$ cat src/tm8_pkg.sv
// shared constants and types of the 8-bit timer waveform control block
package tm8_pkg;

  // register byte offsets
  localparam logic [4:0] OFF_CTRL_A = 5'h00;
  localparam logic [4:0] OFF_CTRL_B = 5'h04;
  localparam logic [4:0] OFF_COUNT = 5'h08;
  localparam logic [4:0] OFF_CMP_A = 5'h0C;
  localparam logic [4:0] OFF_CMP_B = 5'h10;
  localparam logic [4:0] OFF_FLAGS = 5'h14;
  localparam logic [4:0] OFF_WAVE = 5'h18;

  // control A fields
  localparam int CA_MODE_A_LSB = 6;
  localparam int CA_MODE_B_LSB = 4;
  localparam int CA_WAVE_LOW_LSB = 0;
  localparam logic [7:0] CA_WRITE_MASK = 8'hF3;

  // control B fields
  localparam int CB_RUN_BIT = 0;
  localparam int CB_WAVE_BIT2 = 3;
  localparam logic [7:0] CB_WRITE_MASK = 8'h09;

  // flag and wave status fields
  localparam int FL_OVF_BIT = 0;
  localparam int FL_MATCH_A_BIT = 1;
  localparam int FL_MATCH_B_BIT = 2;
  localparam int WV_A_BIT = 0;
  localparam int WV_B_BIT = 1;
  localparam int WV_UP_BIT = 2;

  // counter limits and reset values
  localparam logic [7:0] CNT_MAX = 8'hFF;
  localparam logic [7:0] CNT_BOTTOM = 8'h00;
  localparam logic [7:0] RST_CTRL = 8'h00;
  localparam logic [7:0] RST_COUNT = 8'h00;
  localparam logic [7:0] RST_CMP = 8'h00;
  localparam logic [2:0] RST_FLAGS = 3'h0;

  // wave mode encodings
  localparam logic [2:0] MODE_NORMAL = 3'h0;
  localparam logic [2:0] MODE_PC_MAX = 3'h1;
  localparam logic [2:0] MODE_CTC = 3'h2;
  localparam logic [2:0] MODE_FAST_MAX = 3'h3;
  localparam logic [2:0] MODE_PC_CMP = 3'h5;
  localparam logic [2:0] MODE_FAST_CMP = 3'h7;

  typedef enum logic [1:0] {KIND_PLAIN, KIND_FAST, KIND_PHASE} tm8_kind_t;

  typedef struct packed {
    logic [1:0] outMode;
    tm8_kind_t kind;
    logic toggleOk;
    logic cmpIsTop;
  } tm8_chan_cfg_t;

  typedef struct packed {
    logic match;
    logic bottom;
    logic top;
    logic up;
  } tm8_chan_ev_t;

endpackage : tm8_pkg

$ cat src/tm8_wave_chan.sv
// one waveform output channel: reacts to matches, BOTTOM and TOP events
`timescale 1ns/100ps
module tm8_wave_chan (
  // clock and reset
  input wire logic clk,
  input wire logic rstn,
  // channel setup and timer events
  input tm8_pkg::tm8_chan_cfg_t cfg,
  input tm8_pkg::tm8_chan_ev_t ev,
  // waveform level
  output logic wave
);

  logic waveReg;
  logic waveNext;

  always_comb begin
    waveNext = waveReg;
    if (cfg.outMode == 2'h1) begin
      // pwm toggle only with mode bit 2; channel b never gets it
      if (ev.match && (cfg.kind == tm8_pkg::KIND_PLAIN || cfg.toggleOk)) begin
        waveNext = ~waveReg;
      end
    end else if (cfg.outMode[1]) begin
      unique case (cfg.kind)
        tm8_pkg::KIND_PLAIN: begin
          if (ev.match) begin
            waveNext = cfg.outMode[0];
          end
        end
        tm8_pkg::KIND_FAST: begin
          if (ev.bottom) begin
            waveNext = ~cfg.outMode[0];
          end else if (ev.match && !cfg.cmpIsTop) begin
            waveNext = cfg.outMode[0];
          end
        end
        tm8_pkg::KIND_PHASE: begin
          if (ev.top && cfg.cmpIsTop) begin
            waveNext = ~cfg.outMode[0];
          end else if (ev.match && !cfg.cmpIsTop) begin
            waveNext = ev.up ? cfg.outMode[0] : ~cfg.outMode[0];
          end
        end
        default: waveNext = waveReg;
      endcase
    end
  end

  always_ff @(posedge clk or negedge rstn) begin
    if (!rstn) begin
      waveReg <= 1'b0;
    end else begin
      waveReg <= waveNext;
    end
  end

  assign wave = waveReg;
endmodule : tm8_wave_chan

$ cat src/tm8_timer.sv
// 8-bit timer with waveform mode control, two compare channels, Avalon-MM slave
`timescale 1ns/100ps
// What this block does
// - nonzero channel A output mode hands the A pin to the waveform output.
// - non-PWM channel A: 00 off, 01 toggle, 10 clear, 11 set on match.
// - PWM channel A mode 01 toggles on match only when mode bit 2 is set.
// - fast PWM channel A: 10 clears at match, sets at BOTTOM; 11 inverse.
// - fast PWM, compare equals TOP with upper mode bit: ignore match, act at BOTTOM.
// - phase PWM channel A: 10 clears on up match, sets on down; 11 inverse.
// - phase PWM, compare equals TOP with upper mode bit: ignore match, act at TOP.
// - nonzero channel B output mode hands the B pin to the waveform output.
// - non-PWM channel B decodes like channel A.
// - fast PWM channel B: 10 non-inverting, 11 inverting, 01 does nothing.
// - phase PWM channel B: 10 clear up, set down; 11 inverse; 01 nothing.
// - control A bits 3:2 always read zero.
// - low mode bits plus mode bit 2 form the three-bit wave mode.
// - modes 0,3 top 0xFF; mode 2 top compare A; 0,2 immediate, 3 at BOTTOM.
// - modes 1,5 phase PWM updating at TOP; 7 fast with compare A top.
// - MAX is 0xFF, BOTTOM 0x00; modes 0,2,3 flag overflow at MAX.
// - phase PWM reverses at TOP, stepping to TOP-1 on the next timer tick.
// - fast PWM counts up to TOP, then clears to BOTTOM next tick.
module tm8_timer (
  // clock and reset
  input wire logic clk,
  input wire logic rstn,
  // avalon-mm slave
  input wire logic [4:0] address,
  input wire logic read,
  input wire logic write,
  input wire logic [31:0] writedata,
  output logic [31:0] readdata,
  output logic waitrequest,
  // waveform pins
  output logic waveOutA,
  output logic waveOutB,
  output logic pinOverrideA,
  output logic pinOverrideB
);

  logic ackReg, ackNext;
  logic [31:0] rdataReg, rdataNext;
  logic [7:0] ctrlAReg, ctrlANext;
  logic [7:0] ctrlBReg, ctrlBNext;
  logic [7:0] bufAReg, bufANext;
  logic [7:0] bufBReg, bufBNext;
  logic [2:0] flagReg, flagNext;
  logic [7:0] cntReg, cntNext;
  logic [7:0] actAReg, actANext;
  logic [7:0] actBReg, actBNext;
  logic upReg, upNext;
  logic blockReg, blockNext;
  logic busReq, wrEn, cntWr;
  logic [2:0] waveMode;
  logic isPc, isFast, isCtc, cmpTop, tick, immediate;
  logic [7:0] topVal;
  logic atTop, wrapEv, pcTop, pcBottom, matchA, matchB, ovfEv;
  logic waveA, waveB;
  tm8_pkg::tm8_chan_cfg_t cfgA, cfgB;
  tm8_pkg::tm8_chan_ev_t evA, evB;
  tm8_pkg::tm8_kind_t kind;

  // bus handshake: every access takes one wait cycle
  assign busReq = read | write;
  assign waitrequest = busReq & ~ackReg;
  assign wrEn = write & ackReg;
  assign cntWr = wrEn && address == tm8_pkg::OFF_COUNT;

  // mode decode
  assign waveMode = {ctrlBReg[tm8_pkg::CB_WAVE_BIT2], ctrlAReg[tm8_pkg::CA_WAVE_LOW_LSB +: 2]};
  assign isPc = waveMode == tm8_pkg::MODE_PC_MAX || waveMode == tm8_pkg::MODE_PC_CMP;
  assign isFast = waveMode == tm8_pkg::MODE_FAST_MAX || waveMode == tm8_pkg::MODE_FAST_CMP;
  assign isCtc = waveMode == tm8_pkg::MODE_CTC;
  assign cmpTop = isCtc || waveMode == tm8_pkg::MODE_PC_CMP || waveMode == tm8_pkg::MODE_FAST_CMP;
  assign topVal = cmpTop ? actAReg : tm8_pkg::CNT_MAX;
  // reserved modes 4 and 6 behave as immediate-update with a frozen counter
  assign immediate = !isPc && !isFast;
  assign tick = ctrlBReg[tm8_pkg::CB_RUN_BIT];

  // timer events
  assign atTop = tick && cntReg == topVal;
  assign wrapEv = atTop && (isFast || isCtc);
  assign pcTop = atTop && isPc && upReg;
  assign pcBottom = tick && isPc && !upReg && cntReg == tm8_pkg::CNT_BOTTOM;
  // a counter write suppresses the next tick's match
  assign matchA = tick && !blockReg && cntReg == actAReg;
  assign matchB = tick && !blockReg && cntReg == actBReg;

  always_comb begin
    unique case (waveMode)
      tm8_pkg::MODE_NORMAL, tm8_pkg::MODE_CTC, tm8_pkg::MODE_FAST_MAX: begin
        ovfEv = tick && cntReg == tm8_pkg::CNT_MAX;
      end
      tm8_pkg::MODE_PC_MAX, tm8_pkg::MODE_PC_CMP: ovfEv = pcBottom;
      tm8_pkg::MODE_FAST_CMP: ovfEv = atTop;
      default: ovfEv = 1'b0;
    endcase
  end

  // bus answer
  always_comb begin
    ackNext = busReq & ~ackReg;
    rdataNext = rdataReg;
    if (read && !ackReg) begin
      rdataNext = 32'h0000_0000;
      case (address)
        tm8_pkg::OFF_CTRL_A: rdataNext[7:0] = ctrlAReg & tm8_pkg::CA_WRITE_MASK;
        tm8_pkg::OFF_CTRL_B: rdataNext[7:0] = ctrlBReg;
        tm8_pkg::OFF_COUNT: rdataNext[7:0] = cntReg;
        tm8_pkg::OFF_CMP_A: rdataNext[7:0] = bufAReg;
        tm8_pkg::OFF_CMP_B: rdataNext[7:0] = bufBReg;
        tm8_pkg::OFF_FLAGS: rdataNext[2:0] = flagReg;
        tm8_pkg::OFF_WAVE: begin
          rdataNext[tm8_pkg::WV_A_BIT] = waveA;
          rdataNext[tm8_pkg::WV_B_BIT] = waveB;
          rdataNext[tm8_pkg::WV_UP_BIT] = upReg;
        end
        default: rdataNext = 32'h0000_0000;
      endcase
    end
  end

  always_ff @(posedge clk or negedge rstn) begin
    if (!rstn) begin
      ackReg <= 1'b0;
      rdataReg <= 32'h0000_0000;
    end else begin
      ackReg <= ackNext;
      rdataReg <= rdataNext;
    end
  end

  // software registers; flags are write-one-to-clear, a same-cycle set wins
  always_comb begin
    ctrlANext = ctrlAReg;
    ctrlBNext = ctrlBReg;
    bufANext = bufAReg;
    bufBNext = bufBReg;
    flagNext = flagReg;
    if (wrEn) begin
      case (address)
        tm8_pkg::OFF_CTRL_A: ctrlANext = writedata[7:0] & tm8_pkg::CA_WRITE_MASK;
        tm8_pkg::OFF_CTRL_B: ctrlBNext = writedata[7:0] & tm8_pkg::CB_WRITE_MASK;
        tm8_pkg::OFF_CMP_A: bufANext = writedata[7:0];
        tm8_pkg::OFF_CMP_B: bufBNext = writedata[7:0];
        tm8_pkg::OFF_FLAGS: flagNext = flagReg & ~writedata[2:0];
        default: flagNext = flagReg;
      endcase
    end
    flagNext[tm8_pkg::FL_OVF_BIT] = flagNext[tm8_pkg::FL_OVF_BIT] | ovfEv;
    flagNext[tm8_pkg::FL_MATCH_A_BIT] = flagNext[tm8_pkg::FL_MATCH_A_BIT] | matchA;
    flagNext[tm8_pkg::FL_MATCH_B_BIT] = flagNext[tm8_pkg::FL_MATCH_B_BIT] | matchB;
  end

  always_ff @(posedge clk or negedge rstn) begin
    if (!rstn) begin
      ctrlAReg <= tm8_pkg::RST_CTRL;
      ctrlBReg <= tm8_pkg::RST_CTRL;
      bufAReg <= tm8_pkg::RST_CMP;
      bufBReg <= tm8_pkg::RST_CMP;
      flagReg <= tm8_pkg::RST_FLAGS;
    end else begin
      ctrlAReg <= ctrlANext;
      ctrlBReg <= ctrlBNext;
      bufAReg <= bufANext;
      bufBReg <= bufBNext;
      flagReg <= flagNext;
    end
  end

  // counter, direction and double-buffered compare values
  always_comb begin
    cntNext = cntReg;
    upNext = isPc ? upReg : 1'b1;
    blockNext = tick ? 1'b0 : blockReg;
    if (cntWr) begin
      cntNext = writedata[7:0];
      blockNext = 1'b1;
    end else if (tick) begin
      if (isPc) begin
        if (upReg) begin
          if (cntReg == topVal) begin
            upNext = 1'b0;
            cntNext = (cntReg == tm8_pkg::CNT_BOTTOM) ? cntReg : cntReg - 8'h01;
          end else begin
            cntNext = cntReg + 8'h01;
          end
        end else if (cntReg == tm8_pkg::CNT_BOTTOM) begin
          upNext = 1'b1;
          cntNext = cntReg + 8'h01;
        end else begin
          cntNext = cntReg - 8'h01;
        end
      end else if (isFast || isCtc) begin
        cntNext = atTop ? tm8_pkg::CNT_BOTTOM : cntReg + 8'h01;
      end else if (waveMode == tm8_pkg::MODE_NORMAL) begin
        cntNext = cntReg + 8'h01;
      end
    end
    // pwm updates at the period boundary keep each period glitch-free
    if (immediate || (isPc && pcTop) || (isFast && wrapEv)) begin
      actANext = bufAReg;
      actBNext = bufBReg;
    end else begin
      actANext = actAReg;
      actBNext = actBReg;
    end
  end

  always_ff @(posedge clk or negedge rstn) begin
    if (!rstn) begin
      cntReg <= tm8_pkg::RST_COUNT;
      upReg <= 1'b1;
      blockReg <= 1'b0;
      actAReg <= tm8_pkg::RST_CMP;
      actBReg <= tm8_pkg::RST_CMP;
    end else begin
      cntReg <= cntNext;
      upReg <= upNext;
      blockReg <= blockNext;
      actAReg <= actANext;
      actBReg <= actBNext;
    end
  end

  // channel setup
  assign kind = isPc ? tm8_pkg::KIND_PHASE : (isFast ? tm8_pkg::KIND_FAST : tm8_pkg::KIND_PLAIN);
  assign cfgA = '{outMode: ctrlAReg[tm8_pkg::CA_MODE_A_LSB +: 2], kind: kind,
                  toggleOk: ctrlBReg[tm8_pkg::CB_WAVE_BIT2], cmpIsTop: actAReg == topVal};
  assign cfgB = '{outMode: ctrlAReg[tm8_pkg::CA_MODE_B_LSB +: 2], kind: kind,
                  toggleOk: 1'b0, cmpIsTop: actBReg == topVal};
  assign evA = '{match: matchA, bottom: wrapEv, top: pcTop, up: upReg};
  assign evB = '{match: matchB, bottom: wrapEv, top: pcTop, up: upReg};

  tm8_wave_chan u_chanA (
    .clk(clk),
    .rstn(rstn),
    .cfg(cfgA),
    .ev(evA),
    .wave(waveA)
  );

  tm8_wave_chan u_chanB (
    .clk(clk),
    .rstn(rstn),
    .cfg(cfgB),
    .ev(evB),
    .wave(waveB)
  );

  // pin data direction stays with the port logic outside
  assign pinOverrideA = |ctrlAReg[tm8_pkg::CA_MODE_A_LSB +: 2];
  assign pinOverrideB = |ctrlAReg[tm8_pkg::CA_MODE_B_LSB +: 2];
  assign waveOutA = waveA;
  assign waveOutB = waveB;
  assign readdata = rdataReg;
endmodule : tm8_timer

$ cat config.mk
export PLATFORM = sky130hd
export DESIGN_NAME = tm8_timer
export DESIGN_NICKNAME = d
export VERILOG_FILES = /design/src/tm8_pkg.sv /design/src/tm8_wave_chan.sv /design/src/tm8_timer.sv
export SDC_FILE = /design/constraint.sdc
export NUM_CORES = 1
export LEC_CHECK = 0
export BUFFER_PORTS_ARGS = -buffer_cell sky130_fd_sc_hd__buf_2
export CAP_MARGIN = 10
export CORE_MARGIN = 2
export CORE_UTILIZATION = 42
export DETAILED_ROUTE_END_ITERATION = 16
export SYNTH_ARGS = -nofsm -noshare
export SYNTH_HDL_FRONTEND = slang
export SYNTH_SLANG_ARGS = --single-unit
$ cat constraint.sdc
create_clock -name clk -period 3.4 [get_ports clk]
set_input_delay 0.68 -clock clk [delete_from_list [all_inputs] [get_ports clk]]
set_output_delay 0.68 -clock clk [all_outputs]
set_load 0.01 [all_outputs]
==> results of run 1 <==
## flip-flops by register name, indices dropped and copies added (netlist names), 2 cells and up
signal and count:
flagReg 3, actBReg 8, bufBReg 8, ctrlAReg 6, ctrlBReg 2, cntReg 8, bufAReg 8, actAReg 8
readdata 8
## layer usage
metal / track usage [%] / wire, microns / up-vias
li1: - / - / 1731
met1: 33.39 / 5594 / 1862
met2: 36.08 / 5856 / 148
met3: 2.907 / 691 / 28
met4: 9.492 / 382 / 0
met5: 0 / 0 / -
## area by class of cell
class / instances / area [sq um]
Clock buffer: 11 / 151.4
Clock inverter: 5 / 78.83
Fill cell: 1005 / 5365
Inverter: 10 / 37.54
Multi-Input combinational cell: 357 / 2454
Sequential cell: 64 / 1603
Tap cell: 136 / 170.2
Timing Repair Buffer: 53 / 325.3
## placed cells by master, fill, tap and decap left out, types with 4 or more instances in the layout
cell / instances
a221o_1: 4
clkbuf_8: 11
mux2_2: 41
nor2_1: 26
buf_4: 24
xnor2_1: 4
nand3b_1: 6
buf_2: 29
mux2i_1: 11
nand4_1: 4
o211ai_1: 9
xor2_1: 11
nand3_1: 16
inv_1: 10
a211oi_1: 4
o21ai_0: 14
or3_1: 4
nor3_1: 15
conb_1: 24
nor4_1: 10
a22o_1: 14
dfrtp_1: 63
a31oi_1: 4
a21o_1: 5
a21oi_1: 15
nor2b_1: 7
nand2b_1: 4
nand2_1: 41
## worst register-to-register path: cells and delay by family (launching register included)
family          cells  cell delay [ns]
compound gates      5             1.56
flops               1             0.52
simple gates        1             0.41
mux                 1             0.29
buf+inv             1             0.24
## per-stage QoR
step | cells | setup WS [ns]
after CTS | 636 | 0.3422
after floorplan | 487 | 0.4598
after global placement | 620 | 0.3959
after detailed placement | 620 | 0.3748
final | 636 | 0.2767
after global routing | 636 | 0.1041
## cells by family (layout without fill, tap and decap cells)
group / after synthesis / in the layout / share of synthesized area, %
fa+ha+maj: 3 / 3 / 0.8654
mux: 53 / 53 / 13.44
other cells: 1 / 24 / 0.08645
simple gates: 156 / 156 / 19.01
flops: 64 / 64 / 36.95
buf+inv: 66 / 79 / 8.480
xor+xnor: 15 / 15 / 3.028
compound gates: 106 / 106 / 18.14
## report_power, final
group | internal, mW | switching (mW)
logic | 0.377 | 0.526
registers | 0.873 | 0.157
clock network | 0.452 | 0.315
## how the worst max path moves through the flow
stage / start / endpoint / slack (ns) / cells after the start
after floorplan: ctrlBReg[3] / u_chanB.wave / 0.46 / 11
after global placement: cntReg[1] / cntReg[3] / 0.40 / 8
after detailed placement: cntReg[1] / cntReg[3] / 0.37 / 8
after CTS: cntReg[1] / cntReg[3] / 0.34 / 8
after global routing: cntReg[1] / cntReg[3] / 0.10 / 8
final: cntReg[1] / u_chanA.wave / 0.28 / 8
==> metrics.yaml, run 1 <==
grt:
  grt_pass1_vias: 3534
  grt_pass1_wl_microns: 19980
  grt-ovfl-total: 0
  grt_max_degree: 26
  antenna_found_initial: 0
  grtUsageTotal_pct: 23.42
placement:
  gp_congestion: 0.9040
  port_buffers: 29
  dpl_cell_area_sq_um: 4589
  hpwl_microns: 9313
setup_path:
  timing.critical_path.slowest_stage_cell: "o41ai_1"
  worstRegToRegCells: 8
  worstSetupEndpointType: "flip-flop"
  path_class: "reg2reg"
  timing.rr.end: "u_chanA.wave"
  cp-start-kind: "flip-flop"
  cp.required_ns: 3.63
  worstPathArrival_ns: 3.35
  cpPeakStageDelay_ns: 0.67
  crit_buf_inv: 1
  cp_cell_sequence: "inv_1 > o221ai_1 > o41ai_1 > o2111ai_1 > or3_1 > a31oi_1 > o32ai_1 > mux2_2"
  cp_max_fo: 7
  reg2reg_from: "cntReg[1]"
  r2r_slack_ns: 0.28
  crit_family: "compound AO/OA/AOI/OAI gates"
synth:
  synth_top_area_cell: "dfrtp_1"
  synthArstFlopShare_pct: 100.0
  yosysUniqueCellTypes: 70
  seq_area_frac_synth_pct: 36.95
  ys_seq_elements: 64
  netlist_instances: 464
  synth_area_sq_um: 4338
  synth.most_common_cell: "dfrtp_1"
  synth_commonest_cells: "63 x dfrtp_1, 41 x mux2_2, 41 x nand2_1, 26 x nor2_1"
  synth-edff-count: 0
  ys.flop_type: "dfrtp_1"
  synth_top_area_share_pct: 36.34
  ys_warn_count: 0
  synth_area_leaders: "dfrtp_1 36%, mux2_2 11%, buf_4 4.3%, nand2_1 3.5%, a22o_1 2.8%"
  avgSynthCellArea_sq_um: 9.349
timing:
  finalHoldViolCount: 0
  setup_viol: 0
  fin_crit_ns: 3.123
  setup-tns-final_ns: 0
  rsz0062_at_grt: "no"
  slew_viol_final: 0
  tightest_slew_ns: 0.8254
  relSlewSlack_pct: 44.20
  max_freq_ghz: 0.3202
  finalCritPeriodShare_pct: 91.86
  fin_skew_ns: 0.009516
  hold_ws_ns: 0.2628
detailed_routing:
  drc: 0
  routed_wirelength_microns: 12530
  vias: 3769
  wl_per_cell_microns: 19.69
  drt_first_pass_iters: 5
  vias_per_cell: 5.926
  drtAntennaViolNets: 0
  drt_iter0_markers: 286
floorplan:
  die_h_microns: 105.6
  die_width_microns: 105.6
  io_pins: 78
  initial_utilization_pct: 42.59
  core_area_sq_um: 10180
  dieArea_sq_um: 11160
  row_count: 37
power_and_ir_drop:
  fin_total_pwr_mw: 2.701
  ir_worst_vdd_mv: 0.3045
  powerDensity_nw_per_um2: 560.3
  leakage_nw: 2.267
final_layout:
  finalInstanceArea_sq_um: 4820
  antenna_cells: 0
  area_delta_synth_final_pct: 11.10
  finalNetCount: 539
  post-route-util_pct: 47.32
  drive_above_1_share_pct: 24.40
clock_network:
  clock_sinks: 64
  cts_root_buffer: "clkbuf_8"
  clockBufferDepth: 2
  numCtsBuffers: 9
  cts_setup_buffers: 0
  htree_num_levels: 3
  ctsResizeCount: 0
  cts_tree: "done"
  clk_pin_slew_ns: 0.07
  clk_latency_ns: 0.34
  cts_hold_buffers: 0
hold_path:
  hold_path_class: "in2async"
status:
  status: "complete, no violations"
job:
  maxCapViolCount: 0
(Power assumes the default switching activity.)
==> inputs of run 2 (changes only) <==
--- a/config.mk
+++ b/config.mk
@@ -6,4 +6,5 @@
 export NUM_CORES = 1
 export LEC_CHECK = 0
+export ABC_CLOCK_PERIOD_IN_PS = 3400
 export BUFFER_PORTS_ARGS = -buffer_cell sky130_fd_sc_hd__buf_2
 export CAP_MARGIN = 10
@@ -11,4 +12,5 @@
 export CORE_UTILIZATION = 42
 export DETAILED_ROUTE_END_ITERATION = 16
+export GPL_TIMING_DRIVEN = 0
 export SYNTH_ARGS = -nofsm -noshare
 export SYNTH_HDL_FRONTEND = slang
==> constraint.sdc (replaced) <==
create_clock -name clk -period 3.4 [get_ports clk]
set_input_delay 0.68 -clock clk [delete_from_list [all_inputs] [get_ports clk]]
set_output_delay 0.68 -clock clk [all_outputs]
set_load 0.05 [all_outputs]
==> metrics.yaml, run 2 (same netlist as run 1, synthesis figures left out) <==
setup_path:
  worstSetupEndpointType: "flip-flop"  # unchanged
  worstPathArrival_ns: 3.55  # was 3.35 ns
  reg2reg_from: "ctrlAReg[0]"  # was cntReg[1]
  path_class: "reg2reg"  # unchanged
  cp-start-kind: "flip-flop"  # unchanged
  crit_start: "ctrlAReg[0]"  # was cntReg[1]
  cp.required_ns: 3.65  # was 3.63 ns
  cp_max_fo: 10  # was 7
power_and_ir_drop:
  leakage_nw: 2.364  # was 2.267 nW
  p_sw_mw: 1.114  # was 0.9979 mW
  power.share.clock_pct: 29.4  # was 28.4%
  ir_worst_vdd_mv: 0.3400  # was 0.3045 mV
  p_sw_share_pct: 38.80  # was 36.95%
  comb_power_share_pct: 35.7  # was 33.4%
  powerDensity_nw_per_um2: 570.1  # was 560.3 nW/um^2
  fin_total_pwr_mw: 2.871  # was 2.701 mW
  pwr-share-seq_pct: 34.9  # was 38.2%
  internal_power_mw: 1.757  # was 1.703 mW
detailed_routing:
  vias_per_cell: 5.833  # was 5.926
  wl_per_cell_microns: 19.10  # was 19.69 microns
  drt_iter0_markers: 278  # was 286
  drt_first_pass_iters: 5  # unchanged
  drtAntennaViolNets: 0  # unchanged
  vias: 3902  # was 3769
  routed_wirelength_microns: 12780  # was 12530 microns
  drc: 0  # unchanged
clock_network:
  numCtsBuffers: 9  # unchanged
  clockBufferDepth: 2  # unchanged
  clock_sinks: 64  # unchanged
  cts_root_buffer: "clkbuf_8"  # unchanged
  clk_latency_ns: 0.36  # was 0.34 ns
  cts_tree: "done"  # unchanged
  htree_num_levels: 3  # unchanged
  clk_pin_slew_ns: 0.09  # was 0.07 ns
  cts_hold_buffers: 0  # unchanged
grt:
  grt_max_degree: 65  # was 26
  grt_pass1_vias: 3600  # was 3534
  grtUsageTotal_pct: 23.19  # was 23.42%
  grt_pass1_wl_microns: 20020  # was 19980 microns
  grt-ovfl-total: 0  # unchanged
  antenna_found_initial: 0  # unchanged
timing:
  setup_viol: 0  # unchanged
  rsz0062_at_grt: "yes"  # was no
  fin_skew_ns: 0.01270  # was 0.009516 ns
  finalHoldViolCount: 0  # unchanged
  finalCritPeriodShare_pct: 97.31  # was 91.86%
  relSlewSlack_pct: 37.33  # was 44.20%
  max_freq_ghz: 0.3023  # was 0.3202 GHz
  tightest_slew_ns: 0.9269  # was 0.8254 ns
  fin_crit_ns: 3.308  # was 3.123 ns
  slew_viol_final: 0  # unchanged
job:
  maxCapViolCount: 0  # unchanged
floorplan:
  die_width_microns: 105.6  # unchanged
  core_area_sq_um: 10180  # unchanged
  dieArea_sq_um: 11160  # unchanged
  io_pins: 78  # unchanged
  initial_utilization_pct: 42.59  # unchanged
  die_h_microns: 105.6  # unchanged
  row_count: 37  # unchanged
hold_path:
  hold_path_class: "in2async"  # unchanged
final_layout:
  area_delta_synth_final_pct: 16.09  # was 11.10%
  finalNetCount: 572  # was 539
  finalInstanceArea_sq_um: 5036  # was 4820 sq um
  final_common_cell: "dfrtp_1"  # unchanged
  drive_above_1_share_pct: 25.52  # was 24.40%
  antenna_cells: 0  # unchanged
  layout_common_cells: "63 x dfrtp_1, 41 x nand2_1, 41 x mux2_2, 31 x buf_2, 27 x buf_4"  # was 63 x dfrtp_1, 41 x nand2_1, 41 x mux2_2, 29 x buf_2, 26 x nor2_1
placement:
  port_buffers: 28  # was 29
  dpl_cell_area_sq_um: 4742  # was 4589 sq um
  hpwl_microns: 9300  # was 9313 microns
  gp_congestion: 0.9058  # was 0.9040
status:
  status: "complete, no violations"  # unchanged
## run 2: changes by cell type in the layout (fill, tap and decap cells not counted), sizes merged
cell / delta
clkbuf: +22
buf: +9
inv: +3
clkinv: -2
bufinv: +1
## run 2: power groups by stage
stage	logic [mW]	clock network (mW)	registers [mW]
CTS	0.991	0.853	1.00
global placement	0.966	0	1.01
detailed placement	0.985	0	1.01
finish	1.02	0.845	1.00
floorplan	0.770	0	0.968
global route	1.10	0.880	1.02
## run 2: worst paths after layout
path	end	slack [ns]	cells after the start
max	cntReg[2]	0.09	12
min	readdata[0]	0.41	1
max reg2reg	cntReg[2]	0.09	12
min reg2reg	flagReg[1]	0.49	2
max in group asynchronous	actBReg[7]	2.42	1
min in group clk	flagReg[1]	0.49	2
## run 2: final cells by class
| type | count | area [sq um] |
|---|---|---|
| Timing Repair Buffer | 30 | 155.1 |
| Tap cell | 136 | 170.2 |
| Multi-Input combinational cell | 357 | 2490 |
| Buffer | 56 | 331.6 |
| Inverter | 10 | 37.54 |
| Clock inverter | 7 | 125.1 |
| Sequential cell | 64 | 1603 |
| Fill cell | 984 | 5149 |
| Clock buffer | 9 | 123.9 |
## run 2: what timing repair did
item                                   in CTS  in global routing
resized for setup                           1                  9
endpoints found under the hold margin       0                  0
setup buffers                               0                  1
setup endpoints to repair                   8                 18
pin swaps                                   0                  1
## run 2: critical path, stage by stage, from the launching register on
cell      delay (ns)
dfrtp_1         0.37
buf_4           0.17
or3b_4          0.38
buf_6           0.15
and2_4          0.13
buf_6           0.13
nor3_1          0.39
o211ai_1        0.35
nor3_1          0.37
clkbuf_2        0.32
o31ai_1         0.11
a31oi_1         0.24
nand2_1         0.08
## run 2: per-layer routing
layer  up-vias  GRT usage, %  part of all wire, %
li1       1798             -                    -
met1      1893         31.73                   44
met2       187         37.60                   47
met3        24         3.463                  6.7
met4         0         7.895                  2.2
met5         -             0                    0
## run 2: through the flow
step / cells / utilization (%) / setup slack (ns) / hold slack, ns / TNS (ns)
global route: 669 / 49.45 / -0.04171 / 0.4815 / -0.07006
finish: 669 / 49.45 / 0.09159 / 0.4063 / 0
detailed placement: 652 / 46.56 / -0.1897 / 0.4667 / -0.8218
CTS: 668 / 49.08 / 0.04069 / 0.4489 / 0
floorplan: 487 / - / 0.4598 / 0.3844 / 0
global placement: 651 / 46.49 / -0.2204 / 0.4592 / -1.008
==> inputs of run 3 (changes only) <==
Settings changed: ABC_CLOCK_PERIOD_IN_PS 3400 to 4000, BUFFER_PORTS_ARGS -buffer_cell sky130_fd_sc_hd__buf_2 to not set, DONT_BUFFER_PORTS set to 1.
Clock period 3.4 ns to 4 ns, I/O delays scaled along.
==> metrics.yaml, run 3 (same netlist as run 1, synthesis figures left out) <==
setup_path:
  crit_start: "address[4]"  # was ctrlAReg[0]
  worstRegToRegCells: 8  # was 12
  worstSetupEndpointType: "flip-flop"  # unchanged
  r2r_slack_ns: 0.61  # was 0.09 ns
  cp.required_ns: 4.25  # was 3.65 ns
  timing.rr.end: "actAReg[7]"  # was cntReg[2]
  path_class: "in2reg"  # was reg2reg
  cp-start-kind: "input port"  # was flip-flop
  worstPathArrival_ns: 3.65  # was 3.55 ns
  cp-endpoint: "cntReg[1]"  # was cntReg[2]
  cp_max_fo: 10  # unchanged
  reg2reg_from: "cntReg[0]"  # was ctrlAReg[0]
detailed_routing:
  wl_per_cell_microns: 19.50  # was 19.10 microns
  drc: 0  # unchanged
  drt_iter0_markers: 269  # was 278
  drt_first_pass_iters: 4  # was 5
  routed_wirelength_microns: 12480  # was 12780 microns
  vias: 3695  # was 3902
  vias_per_cell: 5.773  # was 5.833
  drtAntennaViolNets: 0  # unchanged
final_layout:
  final_common_cell: "dfrtp_1"  # unchanged
  layout_common_cells: "63 x dfrtp_1, 41 x nand2_1, 41 x mux2_2, 26 x nor2_1"  # was 63 x dfrtp_1, 41 x nand2_1, 41 x mux2_2, 31 x buf_2, 27 x buf_4
  finalNetCount: 543  # was 572
  antenna_cells: 0  # unchanged
  finalInstanceArea_sq_um: 4781  # was 5036 sq um
  drive_above_1_share_pct: 20.04  # was 25.52%
  finalNonFillerCells: 640  # was 669
  area_delta_synth_final_pct: 10.21  # was 16.09%
grt:
  grtUsageTotal_pct: 23.09  # was 23.19%
  grt_max_degree: 65  # unchanged
  antenna_found_initial: 0  # unchanged
  grt_pass1_wl_microns: 19890  # was 20020 microns
  grt_pass1_vias: 3512  # was 3600
  grt-ovfl-total: 0  # unchanged
power_and_ir_drop:
  power.share.clock_pct: 23.9  # was 29.4%
  leakage_nw: 2.188  # was 2.364 nW
  p_sw_mw: 0.8959  # was 1.114 mW
  powerDensity_nw_per_um2: 459.4  # was 570.1 nW/um^2
  comb_power_share_pct: 36.9  # was 35.7%
  pwr-share-seq_pct: 39.2  # was 34.9%
  ir_worst_vdd_mv: 0.2292  # was 0.3400 mV
  p_sw_share_pct: 40.79  # was 38.80%
  internal_power_mw: 1.300  # was 1.757 mW
floorplan:
  row_count: 37  # unchanged
  die_width_microns: 105.6  # unchanged
  io_pins: 78  # unchanged
  dieArea_sq_um: 11160  # unchanged
  core_area_sq_um: 10180  # unchanged
  initial_utilization_pct: 42.59  # unchanged
  die_h_microns: 105.6  # unchanged
clock_network:
  clock_sinks: 64  # unchanged
  cts_hold_buffers: 0  # unchanged
  numCtsBuffers: 9  # unchanged
  htree_num_levels: 3  # unchanged
  clockBufferDepth: 2  # unchanged
  clk_pin_slew_ns: 0.08  # was 0.09 ns
  cts_setup_buffers: 0  # unchanged
  cts_tree: "done"  # unchanged
  ctsResizeCount: 0  # was 1
  clk_latency_ns: 0.36  # about the same
  cts_root_buffer: "clkbuf_8"  # unchanged
timing:
  setup-tns-final_ns: 0  # unchanged
  finalHoldViolCount: 0  # unchanged
  finalCritPeriodShare_pct: 85.01
  relSlewSlack_pct: 27.24  # was 37.33%
  fin_crit_ns: 3.400
  fin_skew_ns: 0.01119  # was 0.01270 ns
  setup_viol: 0  # unchanged
  tightest_slew_ns: 1.089  # was 0.9269 ns
  rsz0062_at_grt: "no"  # was yes
  max_freq_ghz: 0.2941
  slew_viol_final: 0  # unchanged
placement:
  dp_cells: 624  # was 652
  dpl_cell_area_sq_um: 4599  # was 4742 sq um
  gp_congestion: 0.9161  # was 0.9058
  port_buffers: 0  # was 28
  hpwl_microns: 9128  # was 9300 microns
status:
  status: "complete, no violations"  # unchanged
hold_path:
  hold_path_class: "in2async"  # unchanged
job:
  maxCapViolCount: 0  # unchanged
run 3: cell types whose count changed in the layout (fill, tap and decap cells not counted), sizes merged:
cell,change
buf,-30
bufinv,-3
clkinv,+3
clkbuf,+2
inv,-2
clkinvlp,+1
run 3: how the worst min path moves through the flow:
stage                              to  startpoint  slack [ns]  cells after the start
after floorplan            flagReg[1]  flagReg[1]        0.44                      2
after global placement     flagReg[1]  flagReg[1]        0.45                      2
after detailed placement   flagReg[1]  flagReg[1]        0.47                      2
after CTS                 readdata[2]        rstn        0.12                      0
after global routing      readdata[0]        rstn        0.11                      0
final                     readdata[2]        rstn        0.13                      0
run 3: worst max-delay path, stage by stage:
cell      delay (ns)
or3_1           0.37
clkbuf_1        0.16
nor3b_1         0.90
nor2b_1         0.24
clkbuf_1        0.39
clkbuf_1        0.48
a21oi_1         0.09
a22o_1          0.22
run 3: metrics by stage:
step           utilization (%)  power [mW]  setup WS [ns]  hold WS (ns)
2_1_floorplan                -       1.477          1.060        0.4369
3_3_place_gp             45.11       1.646         0.3592        0.4540
3_5_place_dp             45.16       1.665         0.3008        0.4653
4_1_cts                  46.94       2.193         0.6263        0.1186
5_1_grt                  46.94       2.320         0.2788        0.1130
6_report                 46.94       2.196         0.5998        0.1272
run 3: cell type report:
| cell class | count | area (sq um) |
|---|---|---|
| fillers | 1014 | 5404 |
| multi-input cells | 357 | 2454 |
| flip-flops and latches | 64 | 1603 |
| plain buffers | 56 | 330.3 |
| well taps | 136 | 170.2 |
| clock buffers | 10 | 137.6 |
| clock inverters | 6 | 43.79 |
| inverters | 10 | 37.54 |
| repair buffers | 1 | 5.005 |
run 3: layer usage:
layer	vias up	global-route usage (%)	part of all wire, %
met5	-	0	0
li1	1736	-	-
met4	0	7.143	2.2
met3	21	5.257	6.6
met2	127	35.90	46
met1	1811	32.02	45
run 3: power groups by stage:
| stage | logic, mW | registers, mW | clock network, mW |
|---|---|---|---|
| CTS | 0.799 | 0.857 | 0.537 |
| global placement | 0.780 | 0.866 | 0 |
| floorplan | 0.654 | 0.823 | 0 |
| detailed placement | 0.797 | 0.869 | 0 |
| global route | 0.885 | 0.871 | 0.564 |
| finish | 0.811 | 0.860 | 0.525 |
